**src/logic/irq_gate_defines.svh**
```systemverilog
/*
 constants for the channel interrupt enable block: register offsets, bit positions,
 reset values and timing counts. assumes inclusion by bare name.
*/
`ifndef IRQ_GATE_DEFINES_SVH
`define IRQ_GATE_DEFINES_SVH

// ----------------------------------------------------------------
// register byte addresses
// ----------------------------------------------------------------
`define OFF_CTRL 12'h000
`define OFF_STATUS 12'h004
`define OFF_MASK 12'h008
`define OFF_MODE 12'h00c

// ----------------------------------------------------------------
// control register fields
// ----------------------------------------------------------------
`define CTRL_RSVD_LO 5
`define CTRL_RSVD_HI 11
`define CTRL_CPL_EN 12
`define CTRL_DLY_EN 13
`define CTRL_ERR_EN 14
`define CTRL_THR_LO 16
`define CTRL_THR_HI 23
`define CTRL_DLYV_LO 24
`define CTRL_DLYV_HI 31
`define CTRL_WMASK 32'hffff7000
`define CTRL_RESET 32'h00010000

// ----------------------------------------------------------------
// status / mask bit positions (same layout)
// ----------------------------------------------------------------
`define ST_CPL 0
`define ST_DLY 1
`define ST_ERR 2

// ----------------------------------------------------------------
// timing
// ----------------------------------------------------------------
`define TICK_PERIODS 125
`define CLK_NS 5
`define ZERO8 8'h00
`define ONE8 8'h01

`endif

```
**src/logic/irq_gate_pkg.sv**
```systemverilog
/*
 types for the channel interrupt enable block.
 assumes the defines header is compiled alongside.
*/
package irq_gate_pkg;
   typedef logic [31:0] word_t;
   typedef logic [2:0] src_t;
endpackage : irq_gate_pkg

```
**src/logic/delay_timer.sv**
```systemverilog
/*
 delay timer: counts idle time after a packet end in ticks of 125 clocks and
 pulses on expiry. assumes pkt_start and pkt_end are one-cycle pulses.
*/
`timescale 1ns/10ps
`default_nettype none
`include "irq_gate_defines.svh"

module delay_timer #(
   parameter int TICK = `TICK_PERIODS
)(
   // clock and reset
   input wire logic mclk,
   input wire logic resetn,
   // control
   input wire logic [7:0] delay_value,
   input wire logic pkt_start,
   input wire logic pkt_end,
   // event
   output logic timeout
);
   logic [7:0] tick_q;
   logic [7:0] ticks_q;
   logic run_q;
   logic tick_end;

   assign tick_end = (tick_q == 8'(TICK - 1));

   // ----------------------------------------------------------------
   // run control
   // ----------------------------------------------------------------
   // a zero delay value disables the timer altogether
   always_ff @(posedge mclk or negedge resetn)
   begin
      if (!resetn)
         run_q <= 1'b0;
      else if (pkt_start || timeout || delay_value == `ZERO8)
         run_q <= 1'b0;
      else if (pkt_end)
         run_q <= 1'b1;
   end

   always_ff @(posedge mclk or negedge resetn)
   begin
      if (!resetn)
      begin
         tick_q <= `ZERO8;
         ticks_q <= `ZERO8;
      end
      else if (!run_q || pkt_end)
      begin
         tick_q <= `ZERO8;
         ticks_q <= `ZERO8;
      end
      else if (tick_end)
      begin
         tick_q <= `ZERO8;
         ticks_q <= ticks_q + `ONE8;
      end
      else
         tick_q <= tick_q + `ONE8;
   end

   assign timeout = run_q && tick_end && (ticks_q + `ONE8 == delay_value);
endmodule : delay_timer
`default_nettype wire

```
**src/logic/irq_gate.sv**
```systemverilog
/*
 interrupt enable gating for the memory-to-stream channel, with status, mask,
 completion threshold and delay timer, reached over apb.
 registers: control, write-one-to-clear status, mask of the status layout, mode.
 assumes event inputs are one-cycle pulses synchronous to mclk, an apb master
 that holds each request through its access cycle, and software that sets both
 the enable and the mask bit of a source before expecting its interrupt.
*/
// The implementer's own choices: the register addresses and the APB register port.
`timescale 1ns/10ps
`default_nettype none
`include "irq_gate_defines.svh"

module irq_gate
#(
   parameter int TICK = `TICK_PERIODS
)(
   // clock and reset
   input wire logic mclk,
   input wire logic resetn,
   // apb slave
   input wire logic psel,
   input wire logic penable,
   input wire logic pwrite,
   input wire logic [11:0] paddr,
   input wire irq_gate_pkg::word_t pwdata,
   output irq_gate_pkg::word_t prdata,
   output logic pready,
   output logic pslverr,
   // engine events
   input wire logic cpl_event,
   input wire logic err_event,
   input wire logic pkt_start,
   input wire logic pkt_end,
   // interrupt
   output logic irq
);
   import irq_gate_pkg::*;

   word_t ctrl_q;
   src_t status_q;
   src_t mask_q;
   logic sg_mode_q;
   logic [7:0] count_q;
   logic wr;
   logic hit;
   logic ctrl_wr;
   logic status_wr;
   logic mask_wr;
   logic mode_wr;
   logic thr_load;
   logic dly_event;
   logic cpl_flag_set;
   src_t set_v;
   src_t clr_v;
   src_t enable_v;
   word_t rdata_d;

   // ----------------------------------------------------------------
   // apb decode
   // ----------------------------------------------------------------
   // pready is tied high: every transfer ends after its first access cycle
   assign wr = psel && penable && pwrite;
   assign ctrl_wr = wr && (paddr == `OFF_CTRL);
   assign status_wr = wr && (paddr == `OFF_STATUS);
   assign mask_wr = wr && (paddr == `OFF_MASK);
   assign mode_wr = wr && (paddr == `OFF_MODE);
   // a zero threshold is not a legal setting, so such a write keeps the old one
   assign thr_load = ctrl_wr && (pwdata[`CTRL_THR_HI:`CTRL_THR_LO] != `ZERO8);

   always_comb
   begin
      case (paddr)
         `OFF_CTRL, `OFF_STATUS, `OFF_MASK, `OFF_MODE: hit = 1'b1;
         default: hit = 1'b0;
      endcase
   end

   assign pready = 1'b1;
   assign pslverr = psel && penable && !hit;

   // ----------------------------------------------------------------
   // control register
   // ----------------------------------------------------------------
   // only writable fields are stored, so reserved bits stay zero
   always_ff @(posedge mclk or negedge resetn)
   begin
      if (!resetn)
         ctrl_q <= `CTRL_RESET;
      else if (ctrl_wr)
      begin
         ctrl_q[`CTRL_ERR_EN:`CTRL_CPL_EN] <= pwdata[`CTRL_ERR_EN:`CTRL_CPL_EN];
         ctrl_q[`CTRL_DLYV_HI:`CTRL_DLYV_LO] <= pwdata[`CTRL_DLYV_HI:`CTRL_DLYV_LO];
         if (thr_load)
            ctrl_q[`CTRL_THR_HI:`CTRL_THR_LO] <= pwdata[`CTRL_THR_HI:`CTRL_THR_LO];
      end
   end

   always_ff @(posedge mclk or negedge resetn)
   begin
      if (!resetn)
         mask_q <= '0;
      else if (mask_wr)
         mask_q <= pwdata[2:0];
   end

   always_ff @(posedge mclk or negedge resetn)
   begin
      if (!resetn)
         sg_mode_q <= 1'b0;
      else if (mode_wr)
         sg_mode_q <= pwdata[0];
   end

   // ----------------------------------------------------------------
   // completion threshold
   // ----------------------------------------------------------------
   // reloads on a threshold write so a new setting takes effect at once
   // the count runs only in scatter-gather mode; direct mode ignores the threshold
   always_ff @(posedge mclk or negedge resetn)
   begin
      if (!resetn)
         count_q <= `ONE8;
      else if (thr_load)
         count_q <= pwdata[`CTRL_THR_HI:`CTRL_THR_LO];
      else if (cpl_event && sg_mode_q)
      begin
         if (count_q == `ONE8)
            count_q <= ctrl_q[`CTRL_THR_HI:`CTRL_THR_LO];
         else
            count_q <= count_q - `ONE8;
      end
   end

   // direct mode raises the flag on every completion
   assign cpl_flag_set = cpl_event && (!sg_mode_q || count_q == `ONE8);

   // ----------------------------------------------------------------
   // delay timer
   // ----------------------------------------------------------------
   // direct mode starts no timer run, but a run begun in scatter-gather mode still times out and sets the delay flag
   delay_timer #(
      .TICK(TICK)
   ) u_timer (
      .mclk(mclk),
      .resetn(resetn),
      .delay_value(ctrl_q[`CTRL_DLYV_HI:`CTRL_DLYV_LO]),
      .pkt_start(pkt_start && sg_mode_q),
      .pkt_end(pkt_end && sg_mode_q),
      .timeout(dly_event)
   );

   // ----------------------------------------------------------------
   // sticky status, write one to clear, set wins
   // ----------------------------------------------------------------
   assign set_v = {err_event, dly_event, cpl_flag_set};
   assign clr_v = status_wr ? pwdata[2:0] : 3'h0;

   // an event landing on the same edge as its clear must not be lost
   generate
      for (genvar i = 0; i < 3; i++)
      begin : g_flag
         always_ff @(posedge mclk or negedge resetn)
         begin
            if (!resetn)
               status_q[i] <= 1'b0;
            else if (set_v[i])
               status_q[i] <= 1'b1;
            else if (clr_v[i])
               status_q[i] <= 1'b0;
         end
      end
   endgenerate

   // ----------------------------------------------------------------
   // interrupt gating
   // ----------------------------------------------------------------
   // the delay source only counts in scatter-gather mode
   assign enable_v[`ST_CPL] = ctrl_q[`CTRL_CPL_EN];
   assign enable_v[`ST_DLY] = ctrl_q[`CTRL_DLY_EN] && sg_mode_q;
   assign enable_v[`ST_ERR] = ctrl_q[`CTRL_ERR_EN];

   // registered so the host sees a clean level, one edge after the flag
   always_ff @(posedge mclk or negedge resetn)
   begin
      if (!resetn)
         irq <= 1'b0;
      else
         irq <= |(status_q & enable_v & mask_q);
   end

   // ----------------------------------------------------------------
   // read data
   // ----------------------------------------------------------------
   // unmapped offsets read as zero
   always_comb
   begin
      rdata_d = '0;
      case (paddr)
         `OFF_CTRL: rdata_d = ctrl_q & `CTRL_WMASK;
         `OFF_STATUS: rdata_d = {29'h0, status_q};
         `OFF_MASK: rdata_d = {29'h0, mask_q};
         `OFF_MODE: rdata_d = {31'h0, sg_mode_q};
         default: rdata_d = '0;
      endcase
   end

   // captured in the setup cycle, so the word is settled for the whole access
   always_ff @(posedge mclk or negedge resetn)
   begin
      if (!resetn)
         prdata <= '0;
      else if (psel && !penable && !pwrite)
         prdata <= rdata_d;
   end
endmodule : irq_gate
`default_nettype wire

```
**config.mk**
```make
export PLATFORM = sky130hd
export DESIGN_NAME = irq_gate
export DESIGN_NICKNAME = d
export VERILOG_FILES = /design/src/logic/irq_gate_pkg.sv /design/src/logic/delay_timer.sv /design/src/logic/irq_gate.sv
export VERILOG_INCLUDE_DIRS = /design/src /design/src/logic
export SDC_FILE = /design/constraint.sdc
export NUM_CORES = 1
export LEC_CHECK = 0
export ABC_AREA = 1
export BUFFER_PORTS_ARGS = -buffer_cell sky130_fd_sc_hd__buf_2
export CORE_MARGIN = 3
export CORE_UTILIZATION = 45
export CTS_CLUSTER_SIZE = 12
export DETAILED_ROUTE_END_ITERATION = 8
export PLACE_DENSITY = 0.65
export SLEW_MARGIN = 25
export SYNTH_ARGS = -nofsm -noshare
export SYNTH_HDL_FRONTEND = slang
export SYNTH_SLANG_ARGS = --single-unit
```
**constraint.sdc**
```tcl
create_clock -name mclk -period 1.8 [get_ports mclk]
set_input_delay 0.54 -clock mclk [delete_from_list [all_inputs] [get_ports mclk]]
set_output_delay 0.54 -clock mclk [all_outputs]
set_load 0.01 [all_outputs]
```
Word level (Yosys, flattened, before mapping). Cells that the tools add are included.

Logic and storage cells: 81. Output and inout port bits: 35. Bits in registers: 84.

Mux-type cells: 18. Equal/unequal tests: 6. Add/subtract/negate cells: 3. Bitwise operators: 2. Reduce and logical (&&, ||, !) cells: 38.

Operators with widths (number): case mux 32 bit (4 select lines) (1); two-way mux 8 bit (7); == test 12 x 4 -> 1 bit (second input constant) (2); logical AND 1 bit (17); adder 8 x 1 -> 8 bit (second input constant) (2); == test 12 x 3 -> 1 bit (second input constant) (1); zero test 12 bit (1); nonzero test 2 bit (6); two-way mux 1 bit (9); == test 8 x 1 -> 1 bit (second input constant) (1); == test 8 x 7 -> 1 bit (second input constant) (1); == test 8 bit (1); zero test 8 bit (1); nonzero test 8 bit (1); subtractor 8 x 1 -> 8 bit (second input constant) (1); bitwise AND 3 bit (2); zero test 1 bit (5); logical OR 1 bit (4); OR reduction 4 bit (1); two-way mux 3 bit (1); OR reduction 3 bit (1); AND reduction 2 bit (1).

Logic depth before layout (Yosys ltp).
Word-level depth: 6. Mapped depth: 11.

By module. A second synthesis with hierarchy kept.

Cells, all modules: 506. Area, all modules: 3981.3 µm².

Modules (own cells, without submodules): irq_gate (times used 1, seq. area each 1428.9 µm², area each 2911.5 µm², cells an instance 356); delay_timer (times used 1, seq. area each 425.4 µm², area each 1069.8 µm², cells an instance 150).

Worst setup path after synthesis. OpenSTA, ideal clock, no wires.

Path kind: input -> output. Start point: input port paddr[11]. End point: output port pslverr. Data arrival time: 1.150 ns. Path buffers: 0. Stages: 5. Slack: 0.110 ns. Path through: nor2_2 > nand2_2 > nor2_8 > nand2_1 > and3_1.

Cells in the longest elaborated chain, start to end: 5. Elaborated cells between the ends (all ways): 8. Those cells by class: 3 x eq/ne; 1 x mux; 4 x reduce/logical.

RTL lines: start, declared (RTL line irq_gate.sv:25) `input wire logic [11:0] paddr,`; == test 12 x 3 -> 1 bit (tied with other cells) (RTL line irq_gate.sv:73) `case (paddr)`; OR reduction 4 bit * (RTL line irq_gate.sv:73); two-way mux 1 bit * (RTL line irq_gate.sv:73); zero test 1 bit * (RTL line irq_gate.sv:80) `assign pslverr = psel && penable && !hit;`; logical AND 1 bit * (RTL line irq_gate.sv:80); end, declared (RTL line irq_gate.sv:29) `output logic pslverr,`.

Mark *: on every way between the ends. The rest lies on a longest branch, timed or not.

Final worst setup path.
Start point: input port paddr[9]. End point: output port pslverr.

The elaborated chain is that of the path after synthesis.

==> metrics.cfg <==
[global_route]
grt_max_degree = 75
grt_pass1_vias = 3395
antenna_found_initial = 0
grt_pass1_wl_um = 15600
track_usage_pct = 19.4
overflow = 0

[route]
drt_iter0_drc = 143
wl_um = 9150
drc = 0
wl_per_cell_um = 13.3
vias = 3449
final_antenna_net_count = 0
viasPerCell = 5.01
first_pass_iters = 4

[outcome]
status = finished, violations left
violations = setup timing

[pwr]
power_mw = 4.05
switchingPower_mw = 1.19
power_frac_comb_pct = 18.7
max-vdd-ir-drop_v = 0.000456
clock_power_share_pct = 35.0
p_leak_nw = 2.53
cellInternalPower_mw = 2.86
p_per_area_nw_per_um2 = 837
swShare_pct = 29.5
seqPwrFrac_pct = 46.2

[worst_setup_path]
critPathCaptureType = output port
crit_family = simple AND/OR/NAND/NOR gates
cp.required_ns = 1.26
crit_path_frequent_cell = nand2_4
critPathBufInv = 2
cp.arrival_ns = 1.27
path_cells = buf_2, nor2_4, nand2_4, nor2_8, nand2_4, and3_4, buf_6
critPathLaunchType = input port
cp_slowest_cell = and3_4
crit_type = in2out
critical_path.max_fanout = 2
cpPeakStageDelay_ns = 0.14

[synthesis]
synth-seq-area-share_pct = 47.2
yosysWarnings = 0
avgSynthCellArea_um2 = 8.12
synth_ff_type = dfrtp_1
ys_seq_elements = 74
synth_top_area_share_pct = 45.8
async_flop_share_pct = 100
synth-edff-count = 0
synth_top_area_cell = dfrtp_1
synth_cell_types = 42
synth_area_leaders = dfrtp_1 (46%), nand2_1 (13%), inv_1 (5.3%), nand3_1 (5.0%), nor2_1 (3.5%)
synth_cells = 484
syn_area_um2 = 3930

[sta]
drv_slew = 0
skew_ns = 0.00580
rsz0062_at_grt = true
final_hold_viol_count = 0
period_minus_slack_ns = 1.81
fin_ws_ns = -0.0149
max_freq_mhz = 551
fin_setup_tns_ns = -0.0149
report.final.setup_viol = 1
final.period_utilization_pct = 101

[floorplan]
start_util_pct = 47.1
io_pins = 88
design.die.area_um2 = 9890
placementRows = 33
dieWidth_um = 99.5
core_um2 = 8340
die_y_um = 99.5

[clock_network]
cts_tree = done
cts-root-buf = clkbuf_8
cts_hold_buf = 0
cts_made_buffers = 9
cts_max_level = 3
clkSlewWorstSetupHoldPaths_ns = 0.08
cts.sinks = 74
clock_path_buffers = 2
insertion_delay_ns = 0.35

[place]
dpl.hpwl_um = 6620
post-place-cells = 665
portBuffers = 66
place.gp.congestion = 0.849

[finish]
drive_gt1_share_pct = 25.0
utilization_pct = 58.0
synthToLayoutAreaGrowth_pct = 23.1
final-instance-count-excl-fill = 688
final_nets = 636
nFillCells = 766
n_antenna_cell = 0
mostFrequentLayoutCell = nand2_1
layout_common_cells = nand2_1 (133), dfrtp_1 (72), buf_2 (60), inv_1 (56), nand3_1 (39)

[min_path]
worst_hold_path_type = in2async

[flow_run]
drv_cap = 0

final cells by class:
class / instances / area, um2 / area share (%)
Clock buffer: 9 / 124 / 2.56
Timing Repair Buffer: 93 / 608 / 12.6
Tap cell: 105 / 131 / 2.72
Inverter: 63 / 236 / 4.89
Sequential cell: 74 / 1850 / 38.3
Multi-Input combinational cell: 337 / 1790 / 37.0
Clock inverter: 7 / 93.8 / 1.94
sequential cells by signal, indices dropped and copies added (netlist names):
register / count
u_timer.run_q: 1
sg_mode_q: 1
u_timer.ticks_q: 8
ctrl_q: 19
u_timer.tick_q: 8
count_q: 8
prdata: 22
mask_q: 3
status_q: 3
irq: 1
routing by layer:
metal	GRT usage [%]	part of all wire, %
met2	31.0	47
met3	3.09	4.4
met1	26.8	47
met5	0	0
met4	6.83	1.7
synth_stat cells, types with 3 or more instances:
library cell	count
inv_1	56
nor3_1	3
nand2_1	134
ha_1	5
o21ai_1	4
o31ai_2	4
xor2_1	4
inv_2	7
dfrtp_1	72
mux2i_1	3
a21oi_1	5
nand2_2	3
clkbuf_1	4
o22ai_1	6
nand3_1	39
nor2_1	37
nor2_2	5
o31ai_1	17
nand4_1	6
o21ai_0	27
buf_4	11
kinds of logic after synthesis:
logic type,synth area share (%)
adders and majority gates,1.59
xor gates and xnor gates,1.34
and+or+nand+nor,28.0
other,0.191
AOI/OAI and AO/OA,11.5
muxes,0.764
buffers and inverters,9.42
DFF,47.2
per-stage QoR:
| step | hold slack (ns) | worst slack (ns) | cell area, um2 |
|---|---|---|---|
| after floorplan | 0.244 | 0.110 | 3960 |
| after global placement | 0.462 | -0.0343 | 4480 |
| after detailed placement | 0.463 | -0.0534 | 4480 |
| after CTS | 0.225 | 0.00828 | 4790 |
| after global routing | 0.226 | -0.0583 | 4840 |
| final | 0.217 | -0.0149 | 4840 |
path summary, 6_finish.rpt:
check	startpoint	end	slack (ns)	depth (start not counted)
max	paddr[9]	pslverr	-0.01	7
min	resetn	u_timer.tick_q[4]$_DFF_PN0_	0.22	2
max reg2reg	u_timer.ticks_q[1]$_DFFE_PN0P_	status_q[1]$_DFFE_PN0P_	0.21	9
min reg2reg	prdata[27]$_DFFE_PN0P_	prdata[27]$_DFFE_PN0P_	0.48	2
max in group asynchronous	resetn	ctrl_q[16]$_DFFE_PN1P_	1.25	2
min in group mclk	err_event	status_q[2]$_DFFE_PN0P_	0.40	2
power by group through the flow:
stage	clock network (mW)	registers, mW	logic, mW
floorplan	0	1.87	0.543
global placement	0	1.90	0.714
detailed placement	0	1.90	0.732
CTS	1.45	1.87	0.747
global route	1.53	1.89	0.891
finish	1.42	1.87	0.758
timing repair:
item | 4_1_cts | 5_1_grt
setup buffers | 6 | 1
setup endpoints to repair | 1 | 3
pin swaps | 7 | 5
resized for setup | 10 | 8
Power figures use the tool's default switching activity.
